--- src/logic/pm_regs.svh ---
// Purpose: register offsets, reset values and timing figures of the proximity block
// Assumes: APB byte addresses, one aligned 32-bit word per register
// Notes:   definitions only
`ifndef PM_REGS_SVH
`define PM_REGS_SVH

// ****************************************
// register byte offsets
// ****************************************
`define PM_CTRL_ADR   8'h00
`define PM_PULSE_ADR  8'h04
`define PM_WAIT_ADR   8'h08
`define PM_LTHR_ADR   8'h0C
`define PM_HTHR_ADR   8'h10
`define PM_OFFS_ADR   8'h14
`define PM_PERS_ADR   8'h18
`define PM_DATA_ADR   8'h1C
`define PM_STAT_ADR   8'h20
`define PM_MASK_ADR   8'h24

// ****************************************
// fields and reset values
// ****************************************
`define PM_ST_PROX    0
`define PM_ST_SAT     1
`define PM_ST_SLEEP   2
`define PM_ST_BUSY    3
`define PM_PULSE_RST  8'h01
`define PM_PERS_RST   4'h1
`define PM_WLONG_MULT 12'h00C
// arbitrary target address
`define PM_I2C_DEV    7'h2A

// ****************************************
// timing
// ****************************************
`define PM_CLK_NS        8
`define PM_LED_PERIOD_NS 16000
`define PM_LED_ON_NS     7200
`define PM_WAIT_STEP_NS  2700000

`endif

--- src/logic/pm_pkg.sv ---
// Purpose: types shared by the proximity measurement block
// Assumes: nothing
// Notes:   one-hot state codes
package pm_pkg;

  typedef enum logic [4:0] {
    PM_IDLE  = 5'h01,
    PM_BURST = 5'h02,
    PM_CONV  = 5'h04,
    PM_DWELL = 5'h08,
    PM_SLEEP = 5'h10
  } pm_state_t;

  typedef enum logic [6:0] {
    PM_I_IDLE = 7'h01,
    PM_I_ADDR = 7'h02,
    PM_I_AACK = 7'h04,
    PM_I_WR   = 7'h08,
    PM_I_WACK = 7'h10,
    PM_I_RD   = 7'h20,
    PM_I_RACK = 7'h40
  } pm_i2c_state_t;

  typedef struct packed {
    logic wlong;
    logic int_en;
    logic sleep_int;
    logic wait_en;
    logic en;
  } pm_ctrl_t;

  typedef struct packed {
    logic        done;
    logic        sat;
    logic [15:0] count;
  } pm_adc_t;

  typedef struct packed {
    logic       stb;
    logic [7:0] addr;
    logic [7:0] data;
  } pm_bytewr_t;

  typedef struct packed {
    logic [2:0]    scl_s;
    logic [2:0]    sda_s;
    logic          scl_f;
    logic          sda_f;
    pm_i2c_state_t st;
    logic [7:0]    sh;
    logic [3:0]    bits;
    logic [7:0]    ptr;
    logic          first;
    logic          rw;
    logic          drv;
    logic          oe;
    pm_bytewr_t    wr;
  } pm_i2c_q_t;

  typedef struct packed {
    pm_state_t   st;
    pm_ctrl_t    ctrl;
    logic [7:0]  pulses;
    logic [7:0]  wtime;
    logic [7:0]  offs;
    logic [15:0] lthr;
    logic [15:0] hthr;
    logic [15:0] data;
    logic [3:0]  pers;
    logic [3:0]  pcnt;
    logic [1:0]  stat;
    logic [1:0]  mask;
    logic [7:0]  pdone;
    logic [11:0] tick;
    logic [19:0] wtick;
    logic [11:0] wsteps;
    logic        led;
    logic        conv_start;
    logic        pslverr;
    logic [31:0] prdata;
  } pm_core_t;

endpackage

--- src/logic/pm_i2c_target.sv ---
// Purpose: I2C target giving byte access to the register file
// Assumes: scl and sda are pins from outside the clock domain
// Notes:   first written byte sets the pointer, pointer auto-increments
`timescale 1ns/1ps
`default_nettype none
`include "pm_regs.svh"
module pm_i2c_target
  import pm_pkg::*;
(
  // clock and reset
  input  wire logic       clk,
  input  wire logic       rst,
  // pins
  input  wire logic       scl_in,
  input  wire logic       sda_in,
  output logic            sda_out,
  output logic            sda_oe,
  // register side
  output pm_bytewr_t      wr,
  output logic [7:0]      rd_addr,
  input  wire logic [7:0] rd_data
);

  pm_i2c_q_t q;
  pm_i2c_q_t n;
  logic      rise;
  logic      fall;
  logic      start;
  logic      stop;

  always_comb begin
    n = q;
    n.wr.stb = 1'b0;
    // a change only counts once two later stages agree
    n.scl_s = {q.scl_s[1:0], scl_in};
    n.sda_s = {q.sda_s[1:0], sda_in};
    if (q.scl_s[1] == q.scl_s[2]) n.scl_f = q.scl_s[2];
    if (q.sda_s[1] == q.sda_s[2]) n.sda_f = q.sda_s[2];
    rise  = n.scl_f & ~q.scl_f;
    fall  = ~n.scl_f & q.scl_f;
    start = q.scl_f & n.scl_f & q.sda_f & ~n.sda_f;
    stop  = q.scl_f & n.scl_f & ~q.sda_f & n.sda_f;
    if (start) begin
      n.st   = PM_I_ADDR;
      n.bits = 4'h0;
      n.oe   = 1'b0;
      n.drv  = 1'b0;
    end else if (stop) begin
      n.st = PM_I_IDLE;
      n.oe = 1'b0;
    end else begin
      unique case (q.st)
        PM_I_IDLE: begin
        end
        PM_I_ADDR, PM_I_WR: begin
          if (rise) begin
            n.sh   = {q.sh[6:0], n.sda_f};
            n.bits = q.bits + 4'h1;
            if (q.bits == 4'h7) begin
              if (q.st == PM_I_ADDR) begin
                n.st    = (n.sh[7:1] == `PM_I2C_DEV) ? PM_I_AACK : PM_I_IDLE;
                n.rw    = n.sh[0];
                n.first = 1'b1;
              end else begin
                n.st    = PM_I_WACK;
                n.first = 1'b0;
                if (q.first) begin
                  n.ptr = n.sh;
                end else begin
                  n.wr  = '{stb: 1'b1, addr: q.ptr, data: n.sh};
                  n.ptr = q.ptr + 8'h01;
                end
              end
            end
          end
        end
        PM_I_AACK, PM_I_WACK: begin
          if (fall) begin
            if (!q.drv) begin
              n.drv = 1'b1;
              n.oe  = 1'b1;
            end else begin
              n.drv  = 1'b0;
              n.bits = 4'h0;
              if (q.st == PM_I_AACK && q.rw) begin
                n.st = PM_I_RD;
                n.sh = rd_data;
                n.oe = ~rd_data[7];
              end else begin
                n.st = PM_I_WR;
                n.oe = 1'b0;
              end
            end
          end
        end
        PM_I_RD: begin
          if (fall) begin
            n.bits = q.bits + 4'h1;
            n.sh   = {q.sh[6:0], 1'b0};
            n.oe   = (q.bits == 4'h7) ? 1'b0 : ~q.sh[6];
            if (q.bits == 4'h7) n.st = PM_I_RACK;
          end
        end
        PM_I_RACK: begin
          if (rise) begin
            // a nack ends the read; wait for stop or start
            if (n.sda_f) n.st = PM_I_IDLE;
            else begin
              n.ptr = q.ptr + 8'h01;
              n.drv = 1'b1;
            end
          end else if (fall && q.drv) begin
            n.drv  = 1'b0;
            n.st   = PM_I_RD;
            n.bits = 4'h0;
            n.sh   = rd_data;
            n.oe   = ~rd_data[7];
          end
        end
      endcase
    end
  end

  always_ff @(posedge clk or posedge rst) begin
    if (rst) begin
      q       <= '0;
      q.scl_s <= 3'h7;
      q.sda_s <= 3'h7;
      q.scl_f <= 1'b1;
      q.sda_f <= 1'b1;
      q.st    <= PM_I_IDLE;
    end else begin
      q <= n;
    end
  end

  assign sda_out = 1'b0;
  assign sda_oe  = q.oe;
  assign wr      = q.wr;
  assign rd_addr = q.ptr;

endmodule // pm_i2c_target
`default_nettype wire

--- src/logic/pm_measure_ctrl.sv ---
// Purpose: proximity measurement sequencer, threshold interrupt and register file
// Assumes: analog front end answers conv_start with one adc.done pulse
// Notes:   registers reachable over APB and over I2C
//
// Our own choices: register access over APB and the register offsets.
`timescale 1ns/1ps
`default_nettype none
`include "pm_regs.svh"
// Notes on behaviour
// each measurement emits the programmed pulse count, 1 to 255
// pulses repeat every 16 us, sink on for 7.2 us
// interrupt pin asserts as a level and holds until cleared
// result above upper or below lower threshold is out of range
// interrupt only after programmed consecutive out-of-range results; in-range restarts
// interrupt pin is active-low open drain, never driven high
// saturation of the front end sets a readable status bit
// with sleep-after-interrupt selected, block sleeps once interrupt raised
// optional programmable wait between measurements, 2.7 ms steps
// software offset is subtracted from each raw result
// register access through an I2C fast-mode target, up to 400 kbit/s
// host clears pending interrupt by write; count restarts
module pm_measure_ctrl
  import pm_pkg::*;
#(
  parameter logic [19:0] WAIT_STEP_CYC = 20'(`PM_WAIT_STEP_NS / `PM_CLK_NS)
) (
  // clock and reset
  input  wire logic        clk,
  input  wire logic        rst,
  // apb slave
  input  wire logic [7:0]  paddr,
  input  wire logic        psel,
  input  wire logic        penable,
  input  wire logic        pwrite,
  input  wire logic [31:0] pwdata,
  output logic [31:0]      prdata,
  output logic             pready,
  output logic             pslverr,
  // i2c pins
  input  wire logic        scl_in,
  input  wire logic        sda_in,
  output logic             sda_out,
  output logic             sda_oe,
  // analog front end
  input  wire pm_adc_t     adc,
  output logic             conv_start,
  output logic             led_current_sink,
  // interrupt
  output logic             int_out,
  output logic             int_oe,
  output logic             irq
);

  // ****************************************
  // timing
  // ****************************************
  localparam logic [11:0] PERIOD_CYC = 12'(`PM_LED_PERIOD_NS / `PM_CLK_NS);
  localparam logic [11:0] ON_CYC     = 12'((`PM_LED_ON_NS + `PM_CLK_NS - 1) / `PM_CLK_NS);

  // ****************************************
  // helpers
  // ****************************************
  function automatic logic [31:0] merge(logic [31:0] old, logic [31:0] wd, logic [3:0] be);
    logic [31:0] r;
    r = old;
    for (int i = 0; i < 4; i++) begin
      if (be[i]) r[8*i +: 8] = wd[8*i +: 8];
    end
    return r;
  endfunction

  function automatic logic [32:0] rd_word(pm_core_t s, logic [7:0] a);
    logic [32:0] r;
    r = '0;
    unique case (a)
      `PM_CTRL_ADR:  r[4:0]  = s.ctrl;
      `PM_PULSE_ADR: r[7:0]  = s.pulses;
      `PM_WAIT_ADR:  r[7:0]  = s.wtime;
      `PM_LTHR_ADR:  r[15:0] = s.lthr;
      `PM_HTHR_ADR:  r[15:0] = s.hthr;
      `PM_OFFS_ADR:  r[7:0]  = s.offs;
      `PM_PERS_ADR:  r[3:0]  = s.pers;
      `PM_DATA_ADR:  r[15:0] = s.data;
      `PM_STAT_ADR: begin
        r[1:0]        = s.stat;
        r[`PM_ST_SLEEP] = (s.st == PM_SLEEP);
        r[`PM_ST_BUSY]  = (s.st != PM_IDLE);
      end
      `PM_MASK_ADR:  r[1:0]  = s.mask;
      default:       r[32]   = 1'b1;
    endcase
    return r;
  endfunction

  function automatic logic [15:0] sub_offs(logic [15:0] c, logic [7:0] o);
    return (c > {8'h00, o}) ? (c - {8'h00, o}) : 16'h0000;
  endfunction

  // ****************************************
  // state and i2c target
  // ****************************************
  pm_core_t    q;
  pm_core_t    n;
  pm_bytewr_t  i2c_wr;
  logic [7:0]  i2c_ptr;
  logic [32:0] i2c_full;
  logic [31:0] i2c_word;
  logic [7:0]  i2c_rd;

  pm_i2c_target u_i2c (
    .clk     (clk),
    .rst     (rst),
    .scl_in  (scl_in),
    .sda_in  (sda_in),
    .sda_out (sda_out),
    .sda_oe  (sda_oe),
    .wr      (i2c_wr),
    .rd_addr (i2c_ptr),
    .rd_data (i2c_rd)
  );

  assign i2c_full = rd_word(q, {i2c_ptr[7:2], 2'b00});
  assign i2c_word = i2c_full[31:0];
  assign i2c_rd   = i2c_word[8*i2c_ptr[1:0] +: 8];

  logic        we;
  logic [7:0]  wa;
  logic [31:0] wd;
  logic [3:0]  be;
  logic [32:0] rw;
  logic [32:0] ow;
  logic [31:0] mw;
  logic [1:0]  clr;
  logic [1:0]  set;
  logic [15:0] res;
  logic [3:0]  req;
  logic        adc_eval;
  logic        out;
  logic        raise;
  logic [11:0] wbase;
  logic [7:0]  npulse;

  // ****************************************
  // next state
  // ****************************************
  always_comb begin
    n = q;
    n.conv_start = 1'b0;
    // apb takes the port; an i2c byte landing the same cycle is lost
    we = 1'b0;
    wa = '0;
    wd = '0;
    be = '0;
    if (psel && penable && pwrite) begin
      we = 1'b1;
      wa = paddr;
      wd = pwdata;
      be = 4'hF;
    end else if (i2c_wr.stb) begin
      we = 1'b1;
      wa = {i2c_wr.addr[7:2], 2'b00};
      wd = {4{i2c_wr.data}};
      be = 4'h1 << i2c_wr.addr[1:0];
    end
    // apb answer captured in setup phase
    if (psel && !penable) begin
      rw        = rd_word(q, paddr);
      n.prdata  = pwrite ? 32'h0000_0000 : rw[31:0];
      n.pslverr = rw[32];
    end else begin
      rw = '0;
    end
    // merge into the current word, so untouched byte lanes keep their value
    ow = rd_word(q, wa);
    mw = merge(ow[31:0], wd, be);
    if (we) begin
      unique case (wa)
        `PM_CTRL_ADR:  n.ctrl   = pm_ctrl_t'(mw[4:0]);
        `PM_PULSE_ADR: n.pulses = mw[7:0];
        `PM_WAIT_ADR:  n.wtime  = mw[7:0];
        `PM_LTHR_ADR:  n.lthr   = mw[15:0];
        `PM_HTHR_ADR:  n.hthr   = mw[15:0];
        `PM_OFFS_ADR:  n.offs   = mw[7:0];
        `PM_PERS_ADR:  n.pers   = mw[3:0];
        `PM_MASK_ADR:  n.mask   = mw[1:0];
        default: begin
        end
      endcase
    end
    clr = (we && wa == `PM_STAT_ADR && be[0]) ? wd[1:0] : 2'b00;

    // measurement evaluation
    npulse   = (q.pulses == 8'h00) ? 8'h01 : q.pulses;
    adc_eval = (q.st == PM_CONV) && adc.done;
    res      = sub_offs(adc.count, q.offs);
    out      = (res > q.hthr) || (res < q.lthr);
    req      = (q.pers == 4'h0) ? 4'h1 : q.pers;
    raise    = adc_eval && out && ({1'b0, q.pcnt} + 5'h01 >= {1'b0, req});
    set      = {adc_eval && adc.sat, raise};
    wbase    = {4'h0, q.wtime} + 12'h001;

    if (adc_eval) begin
      n.data = res;
      n.pcnt = !out ? 4'h0 : (q.pcnt == 4'hF) ? 4'hF : q.pcnt + 4'h1;
    end
    // set wins over a clear in the same cycle
    if (clr[`PM_ST_PROX] && q.stat[`PM_ST_PROX] && !adc_eval) n.pcnt = 4'h0;
    n.stat = (q.stat & ~clr) | set;

    n.led = 1'b0;
    unique case (q.st)
      PM_IDLE: begin
        if (q.ctrl.en) begin
          n.st    = PM_BURST;
          n.tick  = 12'h000;
          n.pdone = 8'h00;
        end
      end
      PM_BURST: begin
        n.tick = (q.tick == PERIOD_CYC - 12'h001) ? 12'h000 : q.tick + 12'h001;
        n.led  = (n.tick < ON_CYC);
        if (q.tick == PERIOD_CYC - 12'h001) begin
          n.pdone = q.pdone + 8'h01;
          if (q.pdone + 8'h01 == npulse) begin
            n.st         = PM_CONV;
            n.led        = 1'b0;
            n.conv_start = 1'b1;
          end
        end
      end
      PM_CONV: begin
        if (adc.done) begin
          if (raise && q.ctrl.sleep_int && q.ctrl.int_en) begin
            n.st = PM_SLEEP;
          end else if (q.ctrl.wait_en) begin
            n.st     = PM_DWELL;
            n.wtick  = 20'h00000;
            n.wsteps = q.ctrl.wlong ? 12'(wbase * `PM_WLONG_MULT) : wbase;
          end else begin
            n.st    = PM_BURST;
            n.tick  = 12'h000;
            n.pdone = 8'h00;
          end
        end
      end
      PM_DWELL: begin
        n.wtick = (q.wtick == WAIT_STEP_CYC - 20'h00001) ? 20'h00000 : q.wtick + 20'h00001;
        if (q.wtick == WAIT_STEP_CYC - 20'h00001) begin
          n.wsteps = q.wsteps - 12'h001;
          if (q.wsteps == 12'h001) begin
            n.st    = PM_BURST;
            n.tick  = 12'h000;
            n.pdone = 8'h00;
          end
        end
      end
      PM_SLEEP: begin
        // single measurement ends here until the host clears the flag
        if (!q.stat[`PM_ST_PROX]) begin
          n.st    = PM_BURST;
          n.tick  = 12'h000;
          n.pdone = 8'h00;
        end
      end
    endcase
    if (!q.ctrl.en) begin
      n.st  = PM_IDLE;
      n.led = 1'b0;
    end
    // every burst entry lights at tick 0, else the first pulse is one cycle short
    if (n.st == PM_BURST && q.st != PM_BURST) n.led = 1'b1;
  end

  // ****************************************
  // registers
  // ****************************************
  always_ff @(posedge clk or posedge rst) begin
    if (rst) begin
      q        <= '0;
      q.st     <= PM_IDLE;
      q.pulses <= `PM_PULSE_RST;
      q.pers   <= `PM_PERS_RST;
    end else begin
      q <= n;
    end
  end

  // ****************************************
  // outputs
  // ****************************************
  assign pready           = psel & penable;
  assign prdata           = q.prdata;
  assign pslverr          = q.pslverr & psel & penable;
  assign conv_start       = q.conv_start;
  assign led_current_sink = q.led;
  assign irq              = q.ctrl.int_en & |(q.stat & q.mask);
  assign int_out          = 1'b0;
  assign int_oe           = irq;

  localparam int ON_I     = int'(ON_CYC);
  localparam int PERIOD_I = int'(PERIOD_CYC);

  int on_len;
  int gap;
  int pfalls;
  always_ff @(posedge clk or posedge rst) begin
    if (rst) begin
      on_len <= 0;
      gap    <= 0;
      pfalls <= 0;
    end else begin
      on_len <= q.led ? on_len + 1 : 0;
      gap    <= (q.led && !n.led) ? 0 : gap + 1;
      pfalls <= (q.st != PM_BURST) ? 0 : (q.led && !n.led) ? pfalls + 1 : pfalls;
    end
  end
endmodule // pm_measure_ctrl
`default_nettype wire

--- config.mk ---
export PLATFORM = sky130hd
export DESIGN_NAME = pm_measure_ctrl
export DESIGN_NICKNAME = d
export VERILOG_FILES = /design/src/logic/pm_pkg.sv /design/src/logic/pm_i2c_target.sv /design/src/logic/pm_measure_ctrl.sv
export VERILOG_INCLUDE_DIRS = /design/src /design/src/logic
export SDC_FILE = /design/constraint.sdc
export NUM_CORES = 1
export LEC_CHECK = 0
export BUFFER_PORTS_ARGS = -buffer_cell sky130_fd_sc_hd__buf_4
export CORE_UTILIZATION = 55
export CTS_CLUSTER_SIZE = 24
export DETAILED_ROUTE_END_ITERATION = 8
export PLACE_DENSITY_LB_ADDON = 0.12
export SLEW_MARGIN = 40
export SYNTH_ARGS = -nofsm -noshare
export SYNTH_HDL_FRONTEND = slang
export SYNTH_SLANG_ARGS = --single-unit
export TNS_END_PERCENT = 5
--- constraint.sdc ---
create_clock -name clk -period 5.9 [get_ports clk]
set_input_delay 0 -clock clk [delete_from_list [all_inputs] [get_ports clk]]
set_output_delay 0 -clock clk [all_outputs]
set_load 0.03 [all_outputs]
==> metrics.cfg <==
[floorplanning]
pin_count = 106
row_count = 60
die_w_um = 169.3
die_area_mm2 = 0.02865
core_area_mm2 = 0.02718
initial_utilization_pct = 56.62
fp.dieH_um = 169.3

[drt]
vias_per_cell = 6.485
drt_iter0_drc = 1423
vias = 14280
wl_per_cell_um = 21.82
wl_um = 48040
route.detailed.drc = 0
detail-route-antenna-nets = 0
dr.pass1.iters = 9

[grt]
grt_remaining_overflow = 0
grt_max_degree = 104
grt_pass1_wl_um = 76060
track_usage_pct = 33.61
antenna_found_initial = 0
grt_pass1_vias = 13730

[sta]
slew_viol_final = 0
min_period_ps = 5177
setup_viol = 0
rsz0062_at_grt = false
tightest_slew_ps = 864.4
fin_skew_ps = 25.13
clock.fmax_mhz = 193.2
setup-tns-final_ps = 0
post-route-period-util_pct = 87.74
hold_viol = 0
slew_headroom_pct = 42.25

[power_and_ir_drop]
power.share.clock_pct = 35.1
p_leak_uw = 0.007182
sequentialPowerShare_pct = 39.0
ir_drop_uv = 232.4
p_sw_share_pct = 34.34
power_switching_uw = 1728
p_comb_share_pct = 25.9
p_int_uw = 3305
power.density_mw_per_mm2 = 290.9

[setup_path]
cp_num_buf_inv = 1
crit_fanout = 14
crit_family = simple AND/OR/NAND/NOR gates
critPathCaptureType = flop
critPathKind = reg2reg
r2r_slack_ps = 720
start_kind = flop
max_stage_delay_ps = 620
cp.required_ps = 6290
cpMostUsedCell = ha_1
path_cells = inv_1 > ha_1 > nor2b_1 > o31a_1 > o211a_1 > o21ai_0 > nor3b_1 > mux2_2 > ha_1 > nand4_1 > or4_1 > nor2_1 > nand3b_1 > o32ai_4 > nor2_2 > a31oi_1
slowest_stage = or4_1
crit_arrival_ps = 5570

[clocking]
clock_latency_ps = 550
cts_htree_levels = 1
cts_made_buffers = 26
post_cts_resized = 0
cts_setup_buffers = 0
clock_path_buffers = 3
clkSlewWorstSetupHoldPaths_ps = 60
cts_tree = yes
clock_sinks = 220
cts-root-buf = clkbuf_16
cts_hold_buf = 30

[place]
dp_hpwl_um = 35010
globalplace.congestion = 0.9918
port_buffers = 71

[logic_synthesis]
syn-cell-area_mm2 = 0.01539
synth-seq-area-share_pct = 35.88
ys_top_cells_by_count = 210 x nand2_1, 208 x dfrtp_1, 145 x o21ai_0, 129 x nor2_1, 101 x a21oi_1
yosys_warnings = 0
synthTopCellsByArea = dfrtp_1 34%, nand2_1 5.1%, ha_1 4.9%
synth_top_area_share_pct = 33.83
post-synth-top-area-cell = dfrtp_1
async_flop_share_pct = 100.0
synth_cell_types = 105
yosysMostFrequentCell = nand2_1
synthCells = 1769
synth-edff-count = 0
ys_ff_latch = 220
avgSynthCellArea_um2 = 8.698
yosys_most_used_dff = dfrtp_1

[finish]
finalNetCount = 1936
antennaDiodeCount = 0
fin_util_pct = 63.67
syn2layout_area_growth_pct = 12.45
drive_gt1_share_pct = 13.88

[worst_hold_path]
holdCritPathClass = in2reg

[job]
drv_cap = 0

[run_status]
status = finished, final reports clean

==> state kept, by name, indices dropped and copies added, names as in the netlist <==
signal	cells
conv_start	1
q	147
u_i2c.sda_oe	1
u_i2c.rd_addr	8
u_i2c.n	4
u_i2c.q	25
u_i2c.wr	17
prdata	16
led_current_sink	1
==> worst reg2reg max path: stages (launching register included) <==
cell	delay (ps)
dfrtp_1	470
inv_1	140
ha_1	300
nor2b_1	140
o31a_1	280
o211a_1	250
o21ai_0	420
nor3b_1	270
mux2_2	400
ha_1	300
nand4_1	140
or4_1	620
nor2_1	180
nand3b_1	180
o32ai_4	210
nor2_2	560
a31oi_1	170
==> layout by cell type, fill, tap and decap left out, drive strengths merged, types with 12 or more instances in the layout <==
cell / count
nand2: 210
dfrtp: 208
o21ai: 172
nor2: 129
a21oi: 101
buf: 94
inv: 73
ha: 60
mux2: 48
nor3: 47
nand3: 46
clkbuf: 37
a31oi: 30
xnor2: 30
dlygate4sd3: 30
a22oi: 27
mux2i: 27
nand4: 26
and3: 25
a221oi: 24
o22ai: 22
o31ai: 22
a22o: 20
conb: 18
xor2: 16
o21a: 15
a21o: 15
nor3b: 14
nand2b: 13
a32oi: 12
dfstp: 12
==> stage by stage <==
stage,std cells,total power (uW),instance area [um2],setup WS [ps],hold WS (ps)
after floorplan,1786,2876,15450,1524,4.478
after global placement,2119,3204,15930,613.7,108.9
after detailed placement,2124,3239,16060,626.8,-115.1
after CTS,2202,5029,17290,601.9,15.98
after global routing,2202,5258,17300,304.6,46.79
final,2202,5033,17300,723.4,40.30
==> power by group through the flow <==
stage	registers [uW]	clock network, uW	logic, uW
after global placement	1970	0	1230
after detailed placement	1980	0	1260
final	1960	1770	1300
after global routing	1990	1830	1440
after CTS	1950	1790	1290
after floorplan	1850	0	1020
==> area by class of cell <==
cell class | instances | area [um2]
timing repair buffer | 124 | 1064
clock buffer | 37 | 732.0
clock inverter | 11 | 203.9
sequential | 220 | 5520
multi-input combinational | 1364 | 9036
fill | 2371 | 9873
tap | 372 | 465.4
inverter | 74 | 281.5
==> worst paths after layout <==
kind / from / endpoint / cells past startpoint
worst max-delay path: q[148] / q[64] / 16
worst min-delay path: pwdata[7] / q[154] / 3
worst max register to register: q[148] / q[64] / 16
worst min register to register: u_i2c.n[51] / u_i2c.n[52] / 0
max in group asynchronous: rst / q[163] / 7
min in group asynchronous: rst / prdata[2] / 4
==> cells by family after synthesis <==
family	after synthesis	share of synthesized area (%)
other	1	0.02437
buffers and inverters	202	6.294
AOI/OAI and AO/OA	561	24.44
xor gates and xnor gates	46	2.618
DFF	220	35.88
and+or+nand+nor	602	20.05
muxes	75	5.619
adders and majority gates	62	5.074
==> metal layers <==
| metal | GRT usage, % | wire, um |
|---|---|---|
| met1 | 43.47 | 20020 |
| met2 | 55.50 | 22660 |
| met3 | 4.221 | 2832 |
| met4 | 16.96 | 2527 |
| met5 | 0 | 0 |
Note: power is estimated with default switching activity, not from simulation.
